File: config.mk
export PLATFORM = sky130hd
export DESIGN_NAME = interrupt_vector_dispatch
export DESIGN_NICKNAME = d
export VERILOG_FILES = /design/src/shared/vector_dispatch_pkg.sv /design/src/hw/interrupt_vector_dispatch.sv
export SDC_FILE = /design/constraint.sdc
export NUM_CORES = 1
export LEC_CHECK = 0
export BUFFER_PORTS_ARGS = -buffer_cell sky130_fd_sc_hd__buf_2
export CORE_MARGIN = 1
export CORE_UTILIZATION = 47
export DETAILED_ROUTE_END_ITERATION = 12
export GPL_TIMING_DRIVEN = 0
export PLACE_DENSITY = 0.78
export SLEW_MARGIN = 10
export SYNTH_ARGS = -nofsm -noshare
export SYNTH_HDL_FRONTEND = slang
export SYNTH_SLANG_ARGS = --single-unit
File: constraint.sdc
create_clock -name clk -period 2.5 [get_ports clk]
set_input_delay 0.5 -clock clk [delete_from_list [all_inputs] [get_ports clk]]
set_output_delay 0.5 -clock clk [all_outputs]
set_load 0.02 [all_outputs]
File: src/shared/vector_dispatch_pkg.sv
/*
 * Constants and carrier types for the interrupt vector dispatch block.
 * Assumes a 20-bit address space and byte-wide vector reads by the core.
 */
package vector_dispatch_pkg;
    // ----------------------------------------------------------------
    // Address layout
    // ----------------------------------------------------------------
    localparam int ADDR_W = 20;
    localparam int VEC_BYTES = 4;
    localparam int VEC_SHIFT = 2;
    localparam int TABLE_BYTES = 256;
    localparam int VEC_NUM_W = 6;
    localparam logic [19:0] FIX_UNDEF = 20'hfffdc;
    localparam logic [19:0] FIX_OVFL = 20'hfffe0;
    localparam logic [19:0] FIX_BREAK = 20'hfffe4;
    localparam logic [19:0] FIX_ADDR_MATCH = 20'hfffe8;
    localparam logic [19:0] FIX_STEP = 20'hfffec;
    localparam logic [19:0] FIX_SYSMON = 20'hffff0;
    localparam logic [19:0] FIX_DEBUG = 20'hffff4;
    localparam logic [19:0] FIX_NMI = 20'hffff8;
    localparam logic [19:0] FIX_RESET = 20'hffffc;
    localparam logic [19:0] BREAK_PROBE = 20'hfffe6;
    localparam logic [7:0] BREAK_REDIRECT = 8'hff;
    localparam logic [19:0] HIGH_WORD_OFS = 20'h00002;

    // ----------------------------------------------------------------
    // Vector numbers
    // ----------------------------------------------------------------
    localparam logic [5:0] VN_BREAK = 6'h00;
    localparam logic [5:0] VN_PIN7 = 6'h02;
    localparam logic [5:0] VN_PIN6 = 6'h03;
    localparam logic [5:0] VN_PIN3 = 6'h04;
    localparam logic [5:0] VN_TB5 = 6'h05;
    localparam logic [5:0] VN_SHARE6 = 6'h06;
    localparam logic [5:0] VN_SHARE7 = 6'h07;
    localparam logic [5:0] VN_SHARE8 = 6'h08;
    localparam logic [5:0] VN_SHARE9 = 6'h09;
    localparam logic [5:0] VN_UART_BASE = 6'h0f;
    localparam logic [5:0] VN_TA0 = 6'h15;
    localparam logic [5:0] VN_TB0 = 6'h1a;
    localparam logic [5:0] VN_SHARE43 = 6'h2b;
    localparam logic [5:0] VN_SHARE46 = 6'h2e;
    localparam logic [5:0] VN_SHARE49 = 6'h31;
    localparam logic [5:0] VN_I2C = 6'h3b;
    localparam logic [5:0] VN_SCLSDA = 6'h3c;

    // ----------------------------------------------------------------
    // Source-select bit positions within each register
    // ----------------------------------------------------------------
    localparam int SEL_A_6 = 6;
    localparam int SEL_A_7 = 7;
    localparam int SEL_B_22 = 2;
    localparam int SEL_B_23 = 3;
    localparam int SEL_B_24 = 4;
    localparam int SEL_B_25 = 5;
    localparam int SEL_B_26 = 6;
    localparam int SEL_B_27 = 7;
    localparam int SEL_C_33 = 3;
    localparam int SEL_C_34 = 4;
    localparam int SEL_C_35 = 5;
    localparam int SEL_C_36 = 6;

    // ----------------------------------------------------------------
    // Carriers
    // ----------------------------------------------------------------
    typedef enum logic [2:0] {
        FETCH_LOW  = 3'b001,
        FETCH_HIGH = 3'b010,
        FETCH_IDLE = 3'b100
    } fetch_state_e;

    typedef struct packed {
        logic undef_op;
        logic overflow;
        logic break_op;
        logic addr_match;
        logic single_step;
        logic debug_break;
        logic nmi;
        logic sw_trap;
        logic [5:0] sw_num;
    } trap_req_s;

    typedef struct packed {
        logic watchdog;
        logic osc_detect;
        logic volt_mon1;
        logic volt_mon2;
    } sysmon_req_s;

    typedef struct packed {
        logic [7:0] sel_a;
        logic [7:0] sel_b;
        logic [7:0] sel_c;
    } source_select_s;
endpackage

File: src/hw/interrupt_vector_dispatch.sv
/*
 * Interrupt vector dispatch: turns an accepted trap or peripheral
 * request into a vector address, fetches the four vector bytes, and
 * loads the program counter with the routine address found there.
 * Assumes the acceptance logic presents one request at a time with
 * accept high for one cycle, that memory answers a byte read with
 * mem_rvalid, and that peripheral lines are synchronous to clk.
 */
// What this block does
// - Four-byte vectors; on acceptance load PC from the matching vector.
// - Fixed area at the top; reset highest, NMI just below.
// - Undefined, overflow, break, address match, single-step in rising slots.
// - Watchdog, oscillator detect and both voltage monitors share one slot.
// - Flash variants also read the fixed high word for id check and options.
// - Break vector byte all ones redirects break to table offset zero.
// - Relocatable area is 256 bytes from the table base register.
// - Software trap numbers 0 to 63 select offset number times four.
// - Software and break traps ignore the global maskable-enable flag.
// - Relocatable addresses are base plus offset, never absolute.
// - Pins 7, 6, 3 use numbers 2, 3, 4; timer B5 uses 5.
// - Timer A0-A4 use 21-25; timer B0-B2 use 26-28.
// - Numbers 8 and 9 pick serial unit or pin by select bits 7, 6.
// - Numbers 6 and 7 pick timer B or UART event by bits 27, 26.
// - Numbers 43 and 44 pick UART5 or consumer-control by bits 33, 34.
// - Numbers 46 and 47 pick UART6 or real-time clock by bits 35, 36.
// - Numbers 49 and 50 pick UART7 or remote receiver by bits 24, 25.
// - Numbers 59 and 60 raise only when select bits 22, 23 choose them.
// - In I2C mode, NACK raises transmit and ACK raises receive vectors.
`timescale 1ns/1ps
`default_nettype none
module interrupt_vector_dispatch
    import vector_dispatch_pkg::*;
#(
    parameter bit FLASH_VARIANT = 1'b1
) (
    input wire logic clk,
    input wire logic rst_n,
    input wire logic clk_en,
    input wire logic accept,
    input wire logic reset_fetch,
    input wire trap_req_s traps,
    input wire sysmon_req_s sysmon,
    input wire logic global_enable,
    input wire logic [19:0] vector_table_base,
    input wire source_select_s source_select,
    input wire logic [4:0] timer_a,
    input wire logic [5:0] timer_b,
    input wire logic ext_request_pin_7,
    input wire logic ext_request_pin_6,
    input wire logic ext_request_pin_5,
    input wire logic ext_request_pin_4,
    input wire logic ext_request_pin_3,
    input wire logic clocked_serial_3,
    input wire logic clocked_serial_4,
    input wire logic [7:0] uart_startstop,
    input wire logic [7:0] uart_tx,
    input wire logic [7:0] uart_rx,
    input wire logic [7:0] uart_nack,
    input wire logic [7:0] uart_ack,
    input wire logic [7:0] uart_i2c_mode,
    input wire logic [1:0] consumer_control_link,
    input wire logic [1:0] rtc_event,
    input wire logic [1:0] remote_rx,
    input wire logic i2c_iface,
    input wire logic scl_sda,
    input wire logic [7:0] mem_rdata,
    input wire logic mem_rvalid,
    output logic mem_req,
    output logic [19:0] mem_addr,
    output logic [19:0] pc,
    output logic pc_load,
    output logic high_word_read,
    output logic [5:0] hw_vector,
    output logic hw_request,
    output logic busy
);
    // ----------------------------------------------------------------
    // Address helpers
    // ----------------------------------------------------------------
    function automatic logic [19:0] reloc_addr(input logic [19:0] base, input logic [5:0] num);
        reloc_addr = base + {12'h000, num, 2'b00};
    endfunction

    // ----------------------------------------------------------------
    // Peripheral source mapping
    // ----------------------------------------------------------------
    logic [63:0] src;
    logic [7:0] uart_t;
    logic [7:0] uart_r;
    logic [5:0] next_vector;
    logic next_hit;

    always_comb begin
        uart_t = (uart_i2c_mode & uart_nack) | (~uart_i2c_mode & uart_tx);
        uart_r = (uart_i2c_mode & uart_ack) | (~uart_i2c_mode & uart_rx);
        src = '0;
        src[VN_PIN7] = ext_request_pin_7;
        src[VN_PIN6] = ext_request_pin_6;
        src[VN_PIN3] = ext_request_pin_3;
        src[VN_TB5] = timer_b[5];
        src[VN_SHARE6] = source_select.sel_b[SEL_B_27] ? uart_startstop[1] : timer_b[4];
        src[VN_SHARE7] = source_select.sel_b[SEL_B_26] ? uart_startstop[0] : timer_b[3];
        src[VN_SHARE8] = source_select.sel_a[SEL_A_7] ? ext_request_pin_5 : clocked_serial_4;
        src[VN_SHARE9] = source_select.sel_a[SEL_A_6] ? ext_request_pin_4 : clocked_serial_3;
        src[VN_SHARE9 + 6'h01] = uart_startstop[2];
        src[VN_UART_BASE] = uart_t[2];
        src[VN_UART_BASE + 6'h01] = uart_r[2];
        src[VN_UART_BASE + 6'h02] = uart_t[0];
        src[VN_UART_BASE + 6'h03] = uart_r[0];
        src[VN_UART_BASE + 6'h04] = uart_t[1];
        src[VN_UART_BASE + 6'h05] = uart_r[1];
        for (int i = 0; i < 5; i++) begin
            src[VN_TA0 + i[5:0]] = timer_a[i];
        end
        for (int i = 0; i < 3; i++) begin
            src[VN_TB0 + i[5:0]] = timer_b[i];
        end
        src[VN_SHARE43] = source_select.sel_c[SEL_C_33] ? consumer_control_link[0] : uart_startstop[5];
        src[VN_SHARE43 + 6'h01] = source_select.sel_c[SEL_C_34] ? consumer_control_link[1] : uart_t[5];
        src[VN_SHARE43 + 6'h02] = uart_r[5];
        src[VN_SHARE46] = source_select.sel_c[SEL_C_35] ? rtc_event[0] : uart_startstop[6];
        src[VN_SHARE46 + 6'h01] = source_select.sel_c[SEL_C_36] ? rtc_event[1] : uart_t[6];
        src[VN_SHARE46 + 6'h02] = uart_r[6];
        src[VN_SHARE49] = source_select.sel_b[SEL_B_24] ? remote_rx[0] : uart_startstop[7];
        src[VN_SHARE49 + 6'h01] = source_select.sel_b[SEL_B_25] ? remote_rx[1] : uart_t[7];
        src[VN_SHARE49 + 6'h02] = uart_r[7];
        src[VN_I2C] = source_select.sel_b[SEL_B_22] & i2c_iface;
        src[VN_SCLSDA] = source_select.sel_b[SEL_B_23] & scl_sda;
        next_hit = 1'b0;
        next_vector = '0;
        // Lowest number wins here; true priority belongs to the acceptance logic.
        for (int i = 63; i >= 0; i--) begin
            if (src[i]) begin
                next_hit = 1'b1;
                next_vector = i[5:0];
            end
        end
    end

    always_ff @(posedge clk or negedge rst_n) begin
        if (!rst_n) begin
            hw_vector <= '0;
            hw_request <= 1'b0;
        end else if (clk_en) begin
            hw_vector <= next_vector;
            hw_request <= next_hit & global_enable;
        end
    end

    // ----------------------------------------------------------------
    // Vector selection
    // ----------------------------------------------------------------
    logic [19:0] next_vec_addr;
    logic next_fixed;

    always_comb begin
        next_fixed = 1'b1;
        if (reset_fetch) begin
            next_vec_addr = FIX_RESET;
        end else if (traps.nmi) begin
            next_vec_addr = FIX_NMI;
        end else if (|sysmon) begin
            next_vec_addr = FIX_SYSMON;
        end else if (traps.debug_break) begin
            next_vec_addr = FIX_DEBUG;
        end else if (traps.single_step) begin
            next_vec_addr = FIX_STEP;
        end else if (traps.addr_match) begin
            next_vec_addr = FIX_ADDR_MATCH;
        end else if (traps.break_op) begin
            next_vec_addr = FIX_BREAK;
        end else if (traps.overflow) begin
            next_vec_addr = FIX_OVFL;
        end else if (traps.undef_op) begin
            next_vec_addr = FIX_UNDEF;
        end else if (traps.sw_trap) begin
            next_fixed = 1'b0;
            next_vec_addr = reloc_addr(vector_table_base, traps.sw_num);
        end else begin
            next_fixed = 1'b0;
            next_vec_addr = reloc_addr(vector_table_base, hw_vector);
        end
    end

    // ----------------------------------------------------------------
    // Vector fetch sequence
    // ----------------------------------------------------------------
    fetch_state_e state;
    logic [1:0] byte_idx;
    logic [19:0] vec_addr;
    logic is_fixed;
    logic break_probe;
    logic [15:0] low_bytes;

    always_ff @(posedge clk or negedge rst_n) begin
        if (!rst_n) begin
            state <= FETCH_IDLE;
            byte_idx <= '0;
            vec_addr <= '0;
            is_fixed <= 1'b0;
            break_probe <= 1'b0;
            low_bytes <= '0;
            mem_req <= 1'b0;
            mem_addr <= '0;
            pc <= '0;
            pc_load <= 1'b0;
            high_word_read <= 1'b0;
            busy <= 1'b0;
        end else if (clk_en) begin
            pc_load <= 1'b0;
            high_word_read <= 1'b0;
            case (state)
                FETCH_IDLE: begin
                    // Probe only when the break slot really won, never on a table hit at the same address.
                    if (accept && (reset_fetch || (next_fixed && next_vec_addr == FIX_BREAK))) begin
                        state <= FETCH_LOW;
                        break_probe <= !reset_fetch;
                        vec_addr <= next_vec_addr;
                        is_fixed <= 1'b1;
                        mem_req <= 1'b1;
                        mem_addr <= reset_fetch ? next_vec_addr : BREAK_PROBE;
                        byte_idx <= '0;
                        busy <= 1'b1;
                    end else if (accept) begin
                        state <= FETCH_LOW;
                        break_probe <= 1'b0;
                        vec_addr <= next_vec_addr;
                        is_fixed <= next_fixed;
                        mem_req <= 1'b1;
                        mem_addr <= next_vec_addr;
                        byte_idx <= '0;
                        busy <= 1'b1;
                    end
                end
                FETCH_LOW: begin
                    if (mem_rvalid && break_probe) begin
                        break_probe <= 1'b0;
                        if (mem_rdata == BREAK_REDIRECT) begin
                            vec_addr <= reloc_addr(vector_table_base, VN_BREAK);
                            mem_addr <= reloc_addr(vector_table_base, VN_BREAK);
                            is_fixed <= 1'b0;
                        end else begin
                            mem_addr <= vec_addr;
                        end
                    end else if (mem_rvalid) begin
                        byte_idx <= byte_idx + 2'd1;
                        mem_addr <= mem_addr + 20'h00001;
                        if (byte_idx == 2'd0) begin
                            low_bytes[7:0] <= mem_rdata;
                        end else if (byte_idx == 2'd1) begin
                            low_bytes[15:8] <= mem_rdata;
                        end else begin
                            // Upper nibble of the byte is zero by convention and is dropped.
                            pc <= {mem_rdata[3:0], low_bytes};
                            state <= FETCH_HIGH;
                        end
                    end
                end
                FETCH_HIGH: begin
                    if (mem_rvalid) begin
                        mem_req <= 1'b0;
                        pc_load <= 1'b1;
                        high_word_read <= is_fixed & FLASH_VARIANT;
                        busy <= 1'b0;
                        state <= FETCH_IDLE;
                    end
                end
                default: begin
                    state <= FETCH_IDLE;
                    mem_req <= 1'b0;
                    busy <= 1'b0;
                end
            endcase
        end
    end

    // ----------------------------------------------------------------
    // Checks
    // ----------------------------------------------------------------
    a_pc_load_follows: assert property (@(posedge clk) disable iff (!rst_n)
        pc_load |-> $past(state) == FETCH_HIGH && !busy)
        else $error("pc load outside the high-word phase");
    a_reset_slot: assert property (@(posedge clk) disable iff (!rst_n)
        clk_en && accept && reset_fetch && state == FETCH_IDLE |=> mem_addr == FIX_RESET)
        else $error("reset vector address wrong");
    a_sysmon_slot: assert property (@(posedge clk) disable iff (!rst_n)
        clk_en && accept && state == FETCH_IDLE && !reset_fetch && !traps.nmi && (|sysmon)
        |=> mem_addr == FIX_SYSMON)
        else $error("shared monitor slot wrong");
    a_undef_slot: assert property (@(posedge clk) disable iff (!rst_n)
        clk_en && accept && state == FETCH_IDLE && traps == 14'h2000 && !(|sysmon) && !reset_fetch
        |=> mem_addr == FIX_UNDEF)
        else $error("undefined opcode slot wrong");
    a_swtrap_addr: assert property (@(posedge clk) disable iff (!rst_n)
        clk_en && accept && state == FETCH_IDLE && !next_fixed
        |=> mem_addr == $past(vector_table_base)
            + {12'h000, ($past(traps.sw_trap) ? $past(traps.sw_num) : $past(hw_vector)), 2'b00})
        else $error("relocatable address not base relative");
    a_sclsda_gate: assert property (@(posedge clk) disable iff (!rst_n)
        clk_en && !source_select.sel_b[SEL_B_23] |=> !(hw_request && hw_vector == VN_SCLSDA))
        else $error("scl/sda vector raised while deselected");
    a_unassigned: assert property (@(posedge clk) disable iff (!rst_n)
        hw_request |-> !(hw_vector inside {6'h00, 6'h01} || hw_vector > VN_SCLSDA))
        else $error("hardware request on unassigned number");
    a_high_word: assert property (@(posedge clk) disable iff (!rst_n)
        high_word_read |-> pc_load)
        else $error("high word flag without vector load");
endmodule
`default_nettype wire

==> results.tsv <==
metric	value	unit
Die H	117	um
Core Area	12700	sq um
clock sink count	93	
drt wl/cell	17.6	um
initial DRC count	611	
fin nets	1058	
leakage	3.59	nW
asr flop ratio synth	100	%
kind of critical path	flop to flop	
failing checks	negative setup slack	
Synth Area per Inst	8.87	sq um
CP Data Required Time	2740	ps
Area Growth Syn to Fin	29.6	%
Least-Margin Pin Slew	781	ps
count leader, synth	dfrtp_1	
Die ar.	13600	sq um
largest net degree at the start of global routing	64	
Pins Over Slew Limit	0	
H-tree levels	3	
die extent in x	117	um
Final Util	62.9	%
RSZ-0062 raised after global routing	true	
Critical-path top delay cell	dfrtp_1	
WHS	79.8	ps
clock latency on the worst-skew pair	360	ps
Design Area, Final	8000	sq um
status	finished, violations left	
worst setup slack after layout	-12.8	ps
post-detail-place hpwl	13700	um
clock root cell	clkbuf_16	
gpl congestion	0.974	
synthesized area	6170	sq um
Pre-antenna DRT Iters	5	
crit-path cells	mux2_4, ha_4, fa_2, a211oi_4, o21ai_2, nand3_1, xor2_1, a21oi_1, a221o_1	
GRT Total Usage	28.2	%
Worst Clk Skew	8.20	ps
slew margin rel.	47.3	%
# DRC	0	
area share of the largest cell type after synthesis	37.3	%
nature of the critical path endpoint	flop	
Place WS	-633	ps
Ant. Diodes	0	
# rows	41	
CTS tree	built	
Cells after Synth	696	
Critical Path Source Type	flop	
worst reg2reg path startpoint	hw_vector[0]	
global-route wire length before repair	29600	um
synth unique cells	73	
fmax	398	MHz
cell taking the most area after synthesis	dfrtp_1	
DRT antenna net count	0	
Worst-path clk slew	70	ps
top cells by count, synth	dfrtp_1, nand2_1, o21ai_0, nor2_1, a21oi_1	
port buffer count	173	
DR vias/cell	5.97	
worst setup path startpoint	hw_vector[0]	
final period utilization	101	%
Hold Crit Class	input port to async pin	
Num CTS Buffers	9	
CTS Hold Bufs	0	
ranking of synthesized cells by area	dfrtp_1, mux2_2, nand2_1, o21ai_0, a21oi_1	
worst-case clock buffer depth	2	
num ports	202	
Synth Register Bits	93	
post-layout min period	2510	ps
sequential area share after synthesis	37.7	%
initial antenna violation count	0	
Cell Area, Placed	7360	sq um
CP Max Fanout	4	
crit-path max cell delay	420	ps
Initial Util	48.5	%
final setup violating endpoints	1	
vias in the first global route	6013	
top_reg_cell synth	dfrtp_1	
Worst IR Drop VDD	512	uV
total power	6.37	mW
Final Hold Viols	0	
Post-synth EDFFs	0	
Post-Route WL	18900	um
post-synth net total	857	
worst path arrival time	2750	ps
Syn. warnings	0	
Vias	6416	
grt ovf	0	
layout cell share with drive strength beyond 1	34.1	%
max-cap viol count	0	
total power density per cell area	797	nW/um^2
-- worst paths after layout --
path | to | slack (ps) | cells past startpoint
worst max-delay path | mem_addr[14] | -10 | 9
worst min-delay path | mem_addr[2] | 80 | 1
worst max register to register | mem_addr[14] | -10 | 9
worst min register to register | vec_addr[19] | 490 | 1
max in group asynchronous | state[2] | 1730 | 2
min in group clk | hw_request | 360 | 3
-- per-stage QoR --
step,cells,setup TNS (ps)
floorplan,696,-444
global placement,1041,-15430
detailed placement,1042,-16370
CTS,1064,-4.54
global route,1074,-446
finish,1074,-12.8
-- per-layer routing --
| metal | global-route usage, % | wire (um) | vias to the layer above |
|---|---|---|---|
| met2 | 47.3 | 9040 | 339 |
| li1 | - | - | 2994 |
| met3 | 5.03 | 1530 | 59 |
| met5 | 0 | 0 | - |
| met4 | 11.4 | 619 | 0 |
| met1 | 35.9 | 7760 | 3024 |
-- timing repair --
item | in CTS | in global routing
endpoints found under the hold margin | 0 | 0
buffers inserted | 7 | 10
endpoints found under the setup margin | 52 | 28
pin swaps | 9 | 7
resized for setup | 13 | 31
-- cells in the final DEF, fill, tap and decap left out, types with 10 or more instances in the layout --
| cell type | instances |
|---|---|
| o21ai_0 | 53 |
| clkbuf_1 | 15 |
| a21oi_1 | 46 |
| inv_1 | 17 |
| nor3_1 | 13 |
| buf_4 | 20 |
| dfrtp_1 | 92 |
| mux2_2 | 46 |
| and3_1 | 10 |
| mux2i_1 | 24 |
| buf_2 | 174 |
| nor2_1 | 54 |
| nand3_1 | 24 |
| clkbuf_16 | 10 |
| nand2_1 | 83 |
| xnor2_1 | 10 |
-- cells by family after synthesis --
logic type / Yosys count / share of synthesized area (%)
compound gates: 211 / 22.2
xor+xnor: 19 / 2.70
fa+ha+maj: 10 / 2.15
buf+inv: 47 / 3.12
flops: 93 / 37.7
mux: 71 / 12.5
simple gates: 245 / 19.6
-- flip-flops by register name, indices dropped and copies added, names as in the netlist, 2 cells and up --
register	count
byte_idx	2
hw_vector	6
low_bytes	16
mem_addr	20
pc	20
state	3
vec_addr	20
-- final cells by class --
| class | instances | area (sq um) |
|---|---|---|
| Multi-Input combinational cell | 556 | 3900 |
| Fill cell | 1130 | 4720 |
| Clock inverter | 7 | 75.1 |
| Timing Repair Buffer | 191 | 1040 |
| Buffer | 29 | 158 |
| Sequential cell | 93 | 2330 |
| Clock buffer | 9 | 225 |
| Tap cell | 172 | 215 |
| Inverter | 17 | 63.8 |
-- worst max-delay path, delay by kind of cell (launching register included) --
kind	cells	cell delay (ps)
simple gates	1	130
fa+ha+maj	2	560
compound gates	4	780
flops	1	420
xor+xnor	1	210
mux	1	300
-- report_power, final --
group / switching, mW / internal (mW) / total (mW)
Clock: 0.683 / 0.710 / 1.39
Sequential: 0.371 / 1.96 / 2.33
Combinational: 1.59 / 1.06 / 2.65
Total: 2.64 / 3.73 / 6.37
Power figures use the tool's default switching activity.
